===== src/hdl/ict_pkg.sv =====
// Constants shared by the interval countdown timer design
package ict_pkg;

	localparam int          ICT_DATA_W         = 16;
	localparam int          ICT_ADDR_W         = 4;

	// Register word indices; period words start at ICT_OFS_PERIOD, snapshot words follow them
	localparam logic [3:0]  ICT_OFS_STATUS     = 4'h0;
	localparam logic [3:0]  ICT_OFS_CONTROL    = 4'h1;
	localparam logic [3:0]  ICT_OFS_PERIOD     = 4'h2;

	// Status bit positions
	localparam int          ICT_ST_TO          = 0;
	localparam int          ICT_ST_RUN         = 1;

	// Control bit positions
	localparam int          ICT_CT_ITO         = 0;
	localparam int          ICT_CT_CONT        = 1;
	localparam int          ICT_CT_START       = 2;
	localparam int          ICT_CT_STOP        = 3;

	localparam int          ICT_COUNT_W_DEF    = 32;
	localparam longint      ICT_CLK_PERIOD_NS  = 64'd100;
	localparam longint      ICT_TIMEOUT_NS_DEF = 64'd1000000;

	typedef enum logic {
		ICT_IDLE = 1'b0,
		ICT_RUN  = 1'b1
	} ict_run_type;

endpackage : ict_pkg


===== src/hdl/ict_timer.sv =====
// Interval countdown timer with 16-bit register port, pulse and watchdog outputs
`timescale 1ns/1ps
module ict_timer
	import ict_pkg::*;
#(
	parameter int     COUNT_W          = ICT_COUNT_W_DEF,
	parameter longint TIMEOUT_NS       = ICT_TIMEOUT_NS_DEF,
	parameter bit     WRITEABLE_PERIOD = 1'b1,
	parameter bit     READABLE_SNAP    = 1'b1,
	parameter bit     START_STOP       = 1'b1,
	parameter bit     PULSE_EN         = 1'b1,
	parameter bit     WATCHDOG         = 1'b0
) (
	input  wire logic                  core_clk_i,
	input  wire logic                  arst_n_i,
	input  wire logic                  reg_wr_i,
	input  wire logic [ICT_ADDR_W-1:0] reg_addr_i,
	input  wire logic [ICT_DATA_W-1:0] reg_wdata_i,
	output logic      [ICT_DATA_W-1:0] reg_rdata_o,
	output logic                       irq_o,
	output logic                       timeout_pulse_o,
	output logic                       reset_req_o
);

	localparam int              NW        = COUNT_W / ICT_DATA_W;
	localparam logic [3:0]      OFS_SNAP  = ICT_OFS_PERIOD + 4'(NW);
	localparam longint          CYC_RAW   = (TIMEOUT_NS + ICT_CLK_PERIOD_NS - 64'd1) / ICT_CLK_PERIOD_NS;
	localparam longint          CYC       = (CYC_RAW < 64'd1) ? 64'd1 : CYC_RAW;
	localparam logic [COUNT_W-1:0] PERIOD_RST = COUNT_W'(CYC - 64'd1);
	localparam bit              START_OK  = START_STOP || WATCHDOG;
	localparam bit              STOP_OK   = START_STOP && !WATCHDOG;
	// Without start control the timer must run from reset on
	localparam ict_run_type     RUN_RST   = START_OK ? ICT_IDLE : ICT_RUN;

	// Only 32 and 64 bits, two or four of the 16-bit words that the snapshot and period words cover, are served
	if (COUNT_W != 32 && COUNT_W != 64) begin : g_bad_width
		$error("COUNT_W must be 32 or 64");
	end

	ict_run_type        run;
	ict_run_type        next_run;
	logic [COUNT_W-1:0] cnt;
	logic [COUNT_W-1:0] next_cnt;
	logic [COUNT_W-1:0] snap;
	logic [COUNT_W-1:0] next_snap;
	logic [COUNT_W-1:0] period;
	logic               to_flag;
	logic               next_to;
	logic               ito;
	logic               next_ito;
	logic               cont;
	logic               next_cont;
	logic               reload_pend;
	logic               next_reload;
	logic               next_irq;
	logic               next_pulse;
	logic               next_rst_req;
	logic [ICT_DATA_W-1:0] next_rdata;
	logic               ctrl_wr;
	logic               stat_wr;
	logic               period_wr;
	logic               snap_wr;
	logic               zero_hit;

	assign ctrl_wr   = reg_wr_i && (reg_addr_i == ICT_OFS_CONTROL);
	assign stat_wr   = reg_wr_i && (reg_addr_i == ICT_OFS_STATUS);
	assign period_wr = reg_wr_i && (reg_addr_i >= ICT_OFS_PERIOD) && (reg_addr_i < OFS_SNAP);
	assign snap_wr   = READABLE_SNAP && reg_wr_i && (reg_addr_i >= OFS_SNAP)
	                   && (reg_addr_i < OFS_SNAP + 4'(NW));
	// A zero count only counts as an arrival while running, so a stopped timer raises nothing
	assign zero_hit  = (run == ICT_RUN) && (cnt == '0);

	// Period words exist only when software may change them
	if (WRITEABLE_PERIOD) begin : g_period_regs
		for (genvar g = 0; g < NW; g++) begin : g_word
			ict_word_reg #(
				.RST_VAL (PERIOD_RST[g*ICT_DATA_W +: ICT_DATA_W])
			) u_word (
				.core_clk_i (core_clk_i),
				.arst_n_i   (arst_n_i),
				.wr_en_i    (reg_wr_i && (reg_addr_i == ICT_OFS_PERIOD + 4'(g))),
				.d_i        (reg_wdata_i),
				.q_o        (period[g*ICT_DATA_W +: ICT_DATA_W])
			);
		end
	end else begin : g_period_fixed
		assign period = PERIOD_RST;
	end

	always_comb begin
		next_run     = run;
		next_cnt     = cnt;
		next_cont    = cont;
		next_ito     = ito;
		next_to      = to_flag;
		next_snap    = snap;
		// Reload one cycle after a period write so the new word is already in place
		next_reload  = period_wr;
		if (run == ICT_RUN) begin
			if (cnt == '0) begin
				next_cnt = period;
				if (STOP_OK && !cont) begin
					next_run = ICT_IDLE;
				end
			end else begin
				next_cnt = cnt - 1'b1;
			end
		end
		if (reload_pend) begin
			next_cnt = period;
		end
		if (ctrl_wr) begin
			next_ito  = reg_wdata_i[ICT_CT_ITO];
			next_cont = reg_wdata_i[ICT_CT_CONT];
			if (START_OK && reg_wdata_i[ICT_CT_START]) begin
				next_run = ICT_RUN;
			end
			// Stop wins when both bits are written together
			if (STOP_OK && reg_wdata_i[ICT_CT_STOP]) begin
				next_run = ICT_IDLE;
			end
		end
		if (stat_wr) begin
			next_to = 1'b0;
		end
		// A zero arrival in the clearing cycle is kept
		if (zero_hit) begin
			next_to = 1'b1;
		end
		// Whole counter is copied at once so the words read later always belong together
		if (snap_wr) begin
			next_snap = cnt;
		end
		next_irq     = next_to && next_ito;
		next_pulse   = PULSE_EN && zero_hit;
		next_rst_req = WATCHDOG && zero_hit;
	end

	// Read data is registered: it answers the address of the previous cycle
	always_comb begin
		next_rdata = '0;
		unique case (1'b1)
			(reg_addr_i == ICT_OFS_STATUS): begin
				next_rdata[ICT_ST_TO]  = to_flag;
				next_rdata[ICT_ST_RUN] = (run == ICT_RUN);
			end
			(reg_addr_i == ICT_OFS_CONTROL): begin
				next_rdata[ICT_CT_ITO]  = ito;
				next_rdata[ICT_CT_CONT] = cont;
			end
			default: begin
				for (int i = 0; i < NW; i++) begin
					if (WRITEABLE_PERIOD && reg_addr_i == ICT_OFS_PERIOD + 4'(i)) begin
						next_rdata = period[i*ICT_DATA_W +: ICT_DATA_W];
					end
					// Absent snapshot words read as zero
					if (READABLE_SNAP && reg_addr_i == OFS_SNAP + 4'(i)) begin
						next_rdata = snap[i*ICT_DATA_W +: ICT_DATA_W];
					end
				end
			end
		endcase
	end

	always_ff @(posedge core_clk_i or negedge arst_n_i) begin
		if (!arst_n_i) begin
			run             <= RUN_RST;
			cnt             <= PERIOD_RST;
			cont            <= 1'b0;
			ito             <= 1'b0;
			to_flag         <= 1'b0;
			snap            <= '0;
			reload_pend     <= 1'b0;
			irq_o           <= 1'b0;
			timeout_pulse_o <= 1'b0;
			reset_req_o     <= 1'b0;
			reg_rdata_o     <= '0;
		end else begin
			run             <= next_run;
			cnt             <= next_cnt;
			cont            <= next_cont;
			ito             <= next_ito;
			to_flag         <= next_to;
			snap            <= next_snap;
			reload_pend     <= next_reload;
			irq_o           <= next_irq;
			timeout_pulse_o <= next_pulse;
			reset_req_o     <= next_rst_req;
			reg_rdata_o     <= next_rdata;
		end
	end
endmodule : ict_timer


===== src/hdl/ict_word_reg.sv =====
// One 16-bit period word with its own reset value and write enable
`timescale 1ns/1ps
module ict_word_reg
	import ict_pkg::*;
#(
	parameter logic [ICT_DATA_W-1:0] RST_VAL = 16'h0000
) (
	input  wire logic                  core_clk_i,
	input  wire logic                  arst_n_i,
	input  wire logic                  wr_en_i,
	input  wire logic [ICT_DATA_W-1:0] d_i,
	output logic      [ICT_DATA_W-1:0] q_o
);

	logic [ICT_DATA_W-1:0] next_q;

	always_comb begin
		next_q = q_o;
		if (wr_en_i) begin
			next_q = d_i;
		end
	end

	always_ff @(posedge core_clk_i or negedge arst_n_i) begin
		if (!arst_n_i) begin
			q_o <= RST_VAL;
		end else begin
			q_o <= next_q;
		end
	end

endmodule : ict_word_reg


===== config.mk =====
export PLATFORM = sky130hd
export DESIGN_NAME = ict_timer
export DESIGN_NICKNAME = d
export VERILOG_FILES = /design/src/hdl/ict_pkg.sv /design/src/hdl/ict_timer.sv /design/src/hdl/ict_word_reg.sv
export SDC_FILE = /design/constraint.sdc
export NUM_CORES = 1
export LEC_CHECK = 0
export BUFFER_PORTS_ARGS = -buffer_cell sky130_fd_sc_hd__buf_2
export CAP_MARGIN = 20
export CORE_UTILIZATION = 60
export DETAILED_ROUTE_END_ITERATION = 12
export PLACE_DENSITY_LB_ADDON = 0.15
export SLEW_MARGIN = 20
export SYNTH_ARGS = -nofsm -noshare
export SYNTH_HDL_FRONTEND = slang
export SYNTH_SLANG_ARGS = --single-unit

===== constraint.sdc =====
create_clock -name core_clk_i -period 2.99 [get_ports core_clk_i]
set_input_delay 0.897 -clock core_clk_i [delete_from_list [all_inputs] [get_ports core_clk_i]]
set_output_delay 0.897 -clock core_clk_i [all_outputs]
set_load 0.005 [all_outputs]

==> flow_summary.ini, run 1 <==
[sta]
setup_violations = 0
period_minus_slack_ns = 2.58
hold_viol = 0
skew_ns = 0.00905
timing.fmax_mhz = 388
maxSlewViolCount = 0
tightest_slew_ns = 1.10
slew_headroom = 0.262
fin_setup_tns_ns = 0
grt_setup_unrepaired = no
timing.final.crit_share = 0.862

[synthesis]
synth_xor_area_frac = 0
synth-edff-count = 0
muxShareOfSynthArea = 0.127
yosys_most_used_dff = dfrtp_1
synth_area_leaders = dfrtp_1 (44%), mux2_2 (12%), dfstp_2 (7.1%), nor2_1 (3.3%), o21ai_0 (2.7%)
syn-cell-area_mm2 = 0.00591
async_reset_ff_frac = 1.00
synth-simple-area-share = 0.167
synth_top_area_frac = 0.436
seq_area_frac_synth = 0.508
yosysWarnings = 0
synthAdderAreaFrac = 0.00424
synth_top_family_by_area = simple AND/OR/NAND/NOR gates
synth_nets = 583
ys_types = 63
syn_inst = 558
post_synth.cell_area_avg_um2 = 10.6
synth_top_area_cell = dfrtp_1
ys_ff_latch = 119
synth_compound_area_frac = 0.163

[route]
antenna_left = 0
via_count = 5029
first_pass_iters = 7
routed_wl_um = 16400
drtIter0Drc = 621
wl_per_cell_um = 22.1
drc = 0
viasPerCell = 6.76

[cells_and_area]
diodes = 0
area_growth_pct = 17.1
fillers = 667
fin_nets = 627
final-seq-area_mm2 = 0.00300
drive_gt1_frac = 0.309
multiInputGateArea_mm2 = 0.00274

[die]
initial_core_util = 0.630
io_pins = 42
die_area_mm2 = 0.0102
rows = 35
die_x_um = 101
fp.coreArea_mm2 = 0.00937
die_h_um = 101

[pwr]
clock_power_share = 0.389
comb_power_share = 0.164
peakVddDrop_uv = 568
power_mw = 5.41
seqPwrFrac = 0.447
p_leak_nw = 2.99
swShare = 0.294
power_density_mw_per_mm2 = 782
internal-power_mw = 3.81
switching_power_mw = 1.59

[setup_path]
crit_buf_inv = 0
startpoint_type = flip-flop
slowest_stage = o31a_1
cp_max_fo = 13
critical_path.top_delay_family = simple AND/OR/NAND/NOR gates
cp_data_arrival_time_ns = 3.03
crit_type = reg2reg
cp-end-kind = flip-flop
crit_chain = nor3_1 > nand4_4 > o31a_1 > nor2_2 > a32oi_1 > nand2_1
cp_data_required_time_ns = 3.45
slowest_delay_ns = 0.52

[cts]
clkLatencyLatePin_ns = 0.53
clock_path_buffers = 2
cts_setup_buffers = 0
cts_resized = 0
clk_pin_slew_worst_paths_ns = 0.06
clockRootBuffer = clkbuf_8
clock-sinks = 119
tritoncts = yes
cts-buffers-inserted = 17
ctsHtreeMaxLevel = 4
ctsHoldBuffers = 0

[global_route]
grt_max_degree = 50
grt_pass1_wl_um = 26700
grtUsageTotal = 0.354
grt_overflow = 0
antenna_found_initial = 1
grt_pass1_vias = 4875

[worst_hold_path]
min_path_type = in2async

[flow_run]
cap_violations = 0

[outcome]
status = finished, final reports clean

[placement]
dpl.hpwl_um = 11000
gp_congestion = 1.05
portBuffers = 40
==> final timing paths <==
| path | startpoint | cells past startpoint | to | slack (ns) |
|---|---|---|---|---|
| setup reg to reg | cnt[16] | 6 | cnt[30] | 0.41 |
| setup / recovery | cnt[16] | 6 | cnt[30] | 0.41 |
| hold / removal | arst_n_i | 1 | snap[19] | 0.34 |
| max in group asynchronous | arst_n_i | 2 | g_period_regs.g_word[0].u_word.q_o[13] | 1.79 |
| hold reg to reg | snap[27] | 1 | snap[27] | 0.51 |
| min in group core_clk_i | snap[27] | 1 | snap[27] | 0.51 |
==> state kept, by name (all words and copies together) (netlist names) <==
name / count
ito: 1
timeout_pulse_o: 1
reload_pend: 1
g_period_regs.g_word.u_word.q_o: 32
to_flag: 1
cnt: 32
reg_rdata_o: 16
cont: 1
run: 1
snap: 32
irq_o: 1
==> kinds of logic (layout without fill, tap and decap cells) <==
kind of cell    Yosys count  count (layout)
compound gates          147             147
fa+ha+maj                 2               2
buf+inv                  42              99
flops                   119             119
mux                      67              67
other cells               1               1
simple gates            180             180
==> synthesized netlist by cell type (3+ instances only) <==
| master | n |
|---|---|
| o22a_1 | 3 |
| nor4_1 | 4 |
| nand2_1 | 27 |
| mux2_2 | 65 |
| nor2b_1 | 3 |
| o32a_1 | 3 |
| inv_1 | 8 |
| dfrtp_1 | 103 |
| buf_2 | 4 |
| nor2_1 | 52 |
| or3_1 | 4 |
| o311ai_0 | 3 |
| nor4_2 | 4 |
| dfstp_2 | 16 |
| and3_1 | 5 |
| nor3_1 | 23 |
| nand3_1 | 23 |
| a21oi_1 | 30 |
| a31oi_1 | 6 |
| nand2b_1 | 4 |
| a22oi_1 | 18 |
| a21o_1 | 15 |
| nand3b_1 | 4 |
| nand4_1 | 7 |
| o21ai_0 | 32 |
| o21ai_1 | 11 |
| clkbuf_1 | 27 |
==> worst reg2reg max path, stage by stage, from the launching register on <==
cell     delay, ns
dfrtp_1       0.43
nor3_1        0.51
nand4_4       0.30
o31a_1        0.52
nor2_2        0.50
a32oi_1       0.15
nand2_1       0.11
==> placed cells by master (no fill, tap or decap), drive strengths merged, types with 4 or more instances in the layout <==
master  count
a21o       15
a21oi      30
a22oi      18
a31oi       6
and3        5
buf        59
bufinv      4
clkbuf     19
clkinv      8
dfrtp     103
dfstp      16
inv         8
mux2       65
nand2      28
nand2b      4
nand3      24
nand3b      4
nand4       9
nor2       54
nor3       26
nor4       10
o21ai      43
or3         4
==> power by group through the flow <==
stage	logic, mW	registers, mW	clock network (mW)
after CTS	0.872	2.40	2.11
after global placement	0.827	2.40	0
after floorplan	0.645	2.26	0
after global routing	0.970	2.46	2.18
after detailed placement	0.862	2.42	0
final	0.884	2.42	2.10
==> per-layer routing <==
metal / share of wire / global-route usage / wire [µm] / vias up
li1: - / - / - / 2150
met1: 0.41 / 0.494 / 6730 / 2472
met2: 0.45 / 0.524 / 7340 / 323
met3: 0.11 / 0.101 / 1730 / 82
met4: 0.038 / 0.142 / 633 / 2
met5: 0.00073 / 0 / 12 / -
==> per-stage QoR <==
stage	instances	hold WS (ns)	cell area, µm²	util	worst slack [ns]
2_1_floorplan	558	0.448	5910	-	0.579
3_3_place_gp	712	0.470	6300	0.672	0.554
3_5_place_dp	712	0.494	6300	0.672	0.456
4_1_cts	744	0.347	6910	0.738	0.531
5_1_grt	744	0.361	6910	0.738	0.303
6_report	744	0.336	6910	0.738	0.413
==> final cells by class <==
type,count,area share
clock inverter,13,0.0259
clock buffer,19,0.0624
sequential,119,0.434
multi-input combinational,397,0.397
tap,129,0.0233
inverter,8,0.00434
timing repair buffer,59,0.0536
No activity file was read; power rests on OpenSTA's default activity.
==> run 2: changes to the inputs <==
MAX_ROUTING_LAYER = met4   (was unset)
==> run 2 against run 1 <==
Compared with the run above:
- combinational power is 2% higher
- fmax increased by 1.5%
- largest cell class unchanged
- worst hold slack got worse by 0.0055 ns
- cell area shrank 0.29%
- register-to-register slack improved by 0.04 ns
- global-route usage increased by 1.9 points
- wire length up 0.88%
- critical path type unchanged
==> flow_summary.ini, run 2 (synthesis gave the netlist of run 1 again) <==
[die]
rows = 35
io_pins = 42
initial_core_util = 0.630
die_h_um = 101
die_x_um = 101
fp.coreArea_mm2 = 0.00937
die_area_mm2 = 0.0102

[placement]
place_inst = 714
gp_congestion = 0.996
dpl.hpwl_um = 11400
dpl_worst_slack_ns = 0.410
portBuffers = 40
dpl_cell_area_mm2 = 0.00632

[pwr]
switching_power_mw = 1.56
internal-power_mw = 3.71
p_leak_nw = 2.98
power_density_mw_per_mm2 = 765
swShare = 0.296
clock_power_share = 0.374
peakVddDrop_uv = 598
seqPwrFrac = 0.455
comb_power_share = 0.170

[route]
first_pass_iters = 5
routed_wl_um = 16600
drtIter0Drc = 388
wl_per_cell_um = 22.2
drc = 0
via_count = 4950
antenna_left = 0
viasPerCell = 6.64

[cells_and_area]
fin_area_mm2 = 0.00689
drive_gt1_frac = 0.308
area_growth_pct = 16.7
diodes = 0
fillers = 702
layout_common_cells = dfrtp_1 (103), mux2_2 (65), nor2_1 (52)
fin_cells = 746
fin_nets = 629
top_regs = cnt (32), g_period_regs.g_word.u_word.q_o (32), snap (32)
final_common_cell = dfrtp_1

[setup_path]
cp_data_arrival_time_ns = 3.00
cp_max_fo = 13
slowest_delay_ns = 0.52
slowest_stage = nor3_1
cp_data_required_time_ns = 3.45
r2r-end = cnt[24]
worstReg2RegStart = cnt[15]
crit_chain = nor3_1 > nand4_4 > o31a_1 > nor2_2 > nand2_1 > nand3_1
crit_type = reg2reg
rr_worst_depth = 6
cp-end-kind = flip-flop
startpoint_type = flip-flop
reg2reg_slack_ns = 0.45

[sta]
tightest_slew_ns = 1.12
timing.final.crit_share = 0.849
fin_setup_tns_ns = 0
timing.fmax_mhz = 394
slew_headroom = 0.248
skew_ns = 0.00704
grt_setup_unrepaired = no
period_minus_slack_ns = 2.54
hold_viol = 0
layout_setup_ws_ns = 0.451
maxSlewViolCount = 0
setup_violations = 0

[cts]
clk_pin_slew_worst_paths_ns = 0.05
ctsHoldBuffers = 0
cts-buffers-inserted = 17
clockRootBuffer = clkbuf_8
clock-sinks = 119
clock_path_buffers = 2
ctsHtreeMaxLevel = 4
clkLatencyLatePin_ns = 0.53
tritoncts = yes
cts_resized = 0
cts_setup_buffers = 0

[outcome]
status = finished, final reports clean

[global_route]
grt_overflow = 0
grt_max_degree = 51
grt_pass1_vias = 4731
grt_pass1_wl_um = 26700
grtUsageTotal = 0.373
antenna_found_initial = 0

[worst_hold_path]
min_path_type = in2async

[flow_run]
cap_violations = 0
-- run 2: cell types whose count changed in the layout (fill, tap and decap cells not counted) --
cell / previous run / this run
clkbuf_8: 2 / 5
clkinv_4: 3 / 0
buf_4: 18 / 20
bufinv_16: 4 / 2
clkbuf_1: 1 / 3
clkinv_2: 5 / 4
clkinvlp_4: 1 / 2
-- run 2: worst max-delay path by stage --
stage                       start        endpoint  slack, ns  depth (start not counted)
finish                    cnt[15]         cnt[24]       0.45                          6
detailed placement  reg_addr_i[0]  reg_rdata_o[0]       0.41                          4
global route              cnt[15]         cnt[13]       0.36                          6
CTS                       cnt[15]         cnt[25]       0.52                          6
global placement    reg_addr_i[0]  reg_rdata_o[0]       0.45                          4
floorplan           reg_addr_i[3]        snap[10]       0.58                          4
-- run 2: worst max-delay path: cells and delay by family, from the launching register on --
kind / cells / cell delay [ns]
and+or+nand+nor: 5 / 1.54
DFF: 1 / 0.42
AOI/OAI and AO/OA: 1 / 0.51
-- run 2: layout make-up --
cell class                 count  area (µm²)  share of cell area
clock buffer                  24         480              0.0697
clock inverter                 8        95.1              0.0138
inverter                       8        30.0             0.00436
multi-input combinational    397        2740               0.398
sequential                   119        3000               0.435
tap                          129         161              0.0234
timing repair buffer          61         385              0.0559
-- run 2: power groups by stage --
stage | registers, mW | logic (mW) | clock network, mW
floorplan | 2.26 | 0.645 | 0
global placement | 2.39 | 0.848 | 0
detailed placement | 2.41 | 0.881 | 0
CTS | 2.39 | 0.887 | 1.99
global route | 2.45 | 0.976 | 2.06
finish | 2.40 | 0.899 | 1.97
-- run 2: routing by layer --
metal  global-route usage  wire length [µm]
met1                0.509              6950
met2                0.515              7320
met3                0.106              1790
met4                0.169               532
met5                    -                 0
-- run 2: through the flow --
| stage | power [mW] | hold slack [ns] | utilization |
|---|---|---|---|
| 2_1_floorplan | 2.90 | 0.448 | - |
| 3_3_place_gp | 3.24 | 0.474 | 0.674 |
| 3_5_place_dp | 3.29 | 0.491 | 0.674 |
| 4_1_cts | 5.26 | 0.338 | 0.736 |
| 5_1_grt | 5.48 | 0.356 | 0.736 |
| 6_report | 5.27 | 0.331 | 0.736 |
==> run 3: changes to the inputs <==
ABC_AREA = 1   (was unset)
clock period = 2.5 ns   (was 2.99 ns; I/O delays follow)
==> run 3 against run 2 <==
Compared with the run above:
- largest cell class unchanged
- worst hold slack got worse by 0.25 ns
- count of clock-buffer cells in the layout decreased by 3
- global-route usage increased by 0.33 points
- cell count increased by 36%
- highest routed layer unchanged
- critical path depth increased by 3
- flip-flop and latch count unchanged
- worst setup slack improved by 0.025 ns
- clock power increased by 25%
- critical path type unchanged
- sequential share of layout area decreased by 2.0 points
==> flow_summary.ini, run 3 <==
[synthesis]
ys_ff_latch = 119
synth.most_common_cell = nand2_1
synth-edff-count = 0
ys_types = 31
yosys_most_used_dff = dfrtp_1
synth_nets = 851
synthTopCellsByCount = nand2_1 (253), dfrtp_1 (103), inv_1 (98)
synth_area_leaders = dfrtp_1 (41%), nand2_1 (15%), o21ai_0 (7.0%), dfstp_2 (6.8%), inv_1 (5.9%)
post_synth.cell_area_avg_um2 = 7.54
synth_top_area_frac = 0.414
syn-cell-area_mm2 = 0.00622
syn_inst = 826
async_reset_ff_frac = 1.00
seq_area_frac_synth = 0.482
synth_top_area_cell = dfrtp_1
yosysWarnings = 0

[cts]
cts_resized = 0
clkLatencyLatePin_ns = 0.54
ctsHtreeMaxLevel = 4
clk_pin_slew_worst_paths_ns = 0.06
clockRootBuffer = clkbuf_8
cts_setup_buffers = 0
cts-buffers-inserted = 17
tritoncts = yes
clock-sinks = 119
clock_path_buffers = 2
ctsHoldBuffers = 0

[die]
rows = 36
fp.coreArea_mm2 = 0.00991
io_pins = 42
die_area_mm2 = 0.0108
initial_core_util = 0.628
die_x_um = 104
die_h_um = 104

[setup_path]
startpoint_type = flip-flop
crit_type = reg2reg
cp_data_arrival_time_ns = 2.45
cp_max_fo = 5
crit_chain = inv_1 > ha_1 > nand2_1 > nor2_1 > nand2_1 > o21ai_0 > nand3_1 > nand2_1 > nand2_1
cp_data_required_time_ns = 2.93
cp-end-kind = flip-flop
r2r-end = cnt[30]
cpMostUsedCell = nand2_1
slowest_delay_ns = 0.37
critical_path.top_delay_family = simple AND/OR/NAND/NOR gates
crit_buf_inv = 1
rr_worst_depth = 9
worstReg2RegStart = cnt[0]
slowest_stage = dfstp_2
reg2reg_slack_ns = 0.48

[sta]
skew_ns = 0.00752
fin_setup_tns_ns = 0
layout_setup_ws_ns = 0.476
maxSlewViolCount = 0
slew_headroom = 0.562
tightest_slew_ns = 0.657
setup_violations = 0
period_minus_slack_ns = 2.02
grt_setup_unrepaired = no
timing.fmax_mhz = 494
hold_viol = 0
timing.final.crit_share = 0.809

[global_route]
grt_overflow = 0
grt_use_met2 = 0.566
grt_max_degree = 63
grt_pass1_vias = 5614
use_met1 = 0.478
grt_pass1_wl_um = 29600
use_met3 = 0.0990
grtUsageTotal = 0.376
grt.busiest_layer = met2
antenna_found_initial = 0

[route]
routed_wl_um = 18600
first_pass_iters = 5
viasPerCell = 5.79
drtIter0Drc = 553
via_count = 5884
drc = 0
wl_per_cell_um = 18.3
antenna_left = 0

[cells_and_area]
fillers = 800
top_regs = cnt (32), g_period_regs.g_word.u_word.q_o (32), snap (32)
layout_common_cells = nand2_1 (253), dfrtp_1 (103), inv_1 (98)
final_common_cell = nand2_1
diodes = 0
drive_gt1_frac = 0.158
area_growth_pct = 16.1
fin_nets = 896

[worst_hold_path]
min_path_type = in2async

[placement]
dpl.hpwl_um = 13000
portBuffers = 40
gp_congestion = 0.944
dpl_worst_slack_ns = 0.302

[outcome]
status = finished, final reports clean

[pwr]
power_mw = 8.14
peakVddDrop_uv = 745
p_leak_nw = 3.62
power_density_mw_per_mm2 = 1130

[flow_run]
cap_violations = 0
-- run 3: cell types whose count changed after synthesis, moves of 7 or more --
cell / previous run / this run
mux2_2: 65 / 2
o21ai_2: 0 / 7
nand2_1: 27 / 253
inv_1: 8 / 98
a21oi_1: 30 / 8
a21o_1: 15 / 0
nor2_2: 2 / 18
o21ai_0: 32 / 87
nor2_1: 52 / 86
xor2_1: 0 / 13
nand3_1: 23 / 54
a22oi_1: 18 / 1
nor3_1: 23 / 1
a211oi_1: 1 / 13
-- run 3: metal layers --
layer  part of all wire  vias to the layer above
li1                   -                     2699
met1               0.41                     2818
met2               0.46                      309
met3              0.089                       58
met4              0.044                        0
met5                  0                        -
-- run 3: logic make-up (layout without fill, tap and decap cells) --
family	Yosys count	in the layout	synth area share
compound gates	125	125	0.114
other cells	1	1	0.000602
fa+ha+maj	2	2	0.00402
flops	119	119	0.482
mux	2	2	0.00362
xor+xnor	14	14	0.0197
simple gates	432	432	0.290
buf+inv	131	189	0.0856
-- run 3: worst max path at each step --
stage                                                  to  depth (start not counted)  slack (ns)     startpoint
floorplan           g_period_regs.g_word[1].u_word.q_o[1]                          7        0.66  reg_addr_i[3]
global placement                          reg_rdata_o[10]                          7        0.31  reg_addr_i[0]
detailed placement                        reg_rdata_o[10]                          7        0.30  reg_addr_i[0]
CTS                                               cnt[23]                          9        0.52        cnt[27]
global route                                      cnt[30]                          9        0.36         cnt[0]
finish                                            cnt[30]                          9        0.48         cnt[0]
-- run 3: metrics by stage --
step           utilization  area (µm²)  hold slack [ns]  instances
2_1_floorplan            -        6220            0.453        826
3_3_place_gp         0.669        6630            0.466        985
3_5_place_dp         0.669        6630            0.464        985
4_1_cts              0.730        7230           0.0769       1017
5_1_grt              0.730        7230           0.0804       1017
6_report             0.730        7230           0.0785       1017
-- run 3: cell type report --
| class | instances | area [µm²] | share of cell area |
|---|---|---|---|
| Timing Repair Buffer | 58 | 400 | 0.0554 |
| Tap cell | 133 | 166 | 0.0230 |
| Clock buffer | 21 | 449 | 0.0621 |
| Clock inverter | 11 | 148 | 0.0204 |
| Inverter | 99 | 372 | 0.0514 |
| Sequential cell | 119 | 3000 | 0.415 |
| Multi-Input combinational cell | 576 | 2700 | 0.373 |
-- run 3: report_power, final --
| group | switching (mW) | leakage, nW | internal (mW) |
|---|---|---|---|
| sequential | 0.671 | 1.49 | 2.59 |
| clock | 0.895 | 0.281 | 1.57 |
| combinational | 1.59 | 1.85 | 0.823 |
| total | 3.15 | 3.62 | 4.99 |
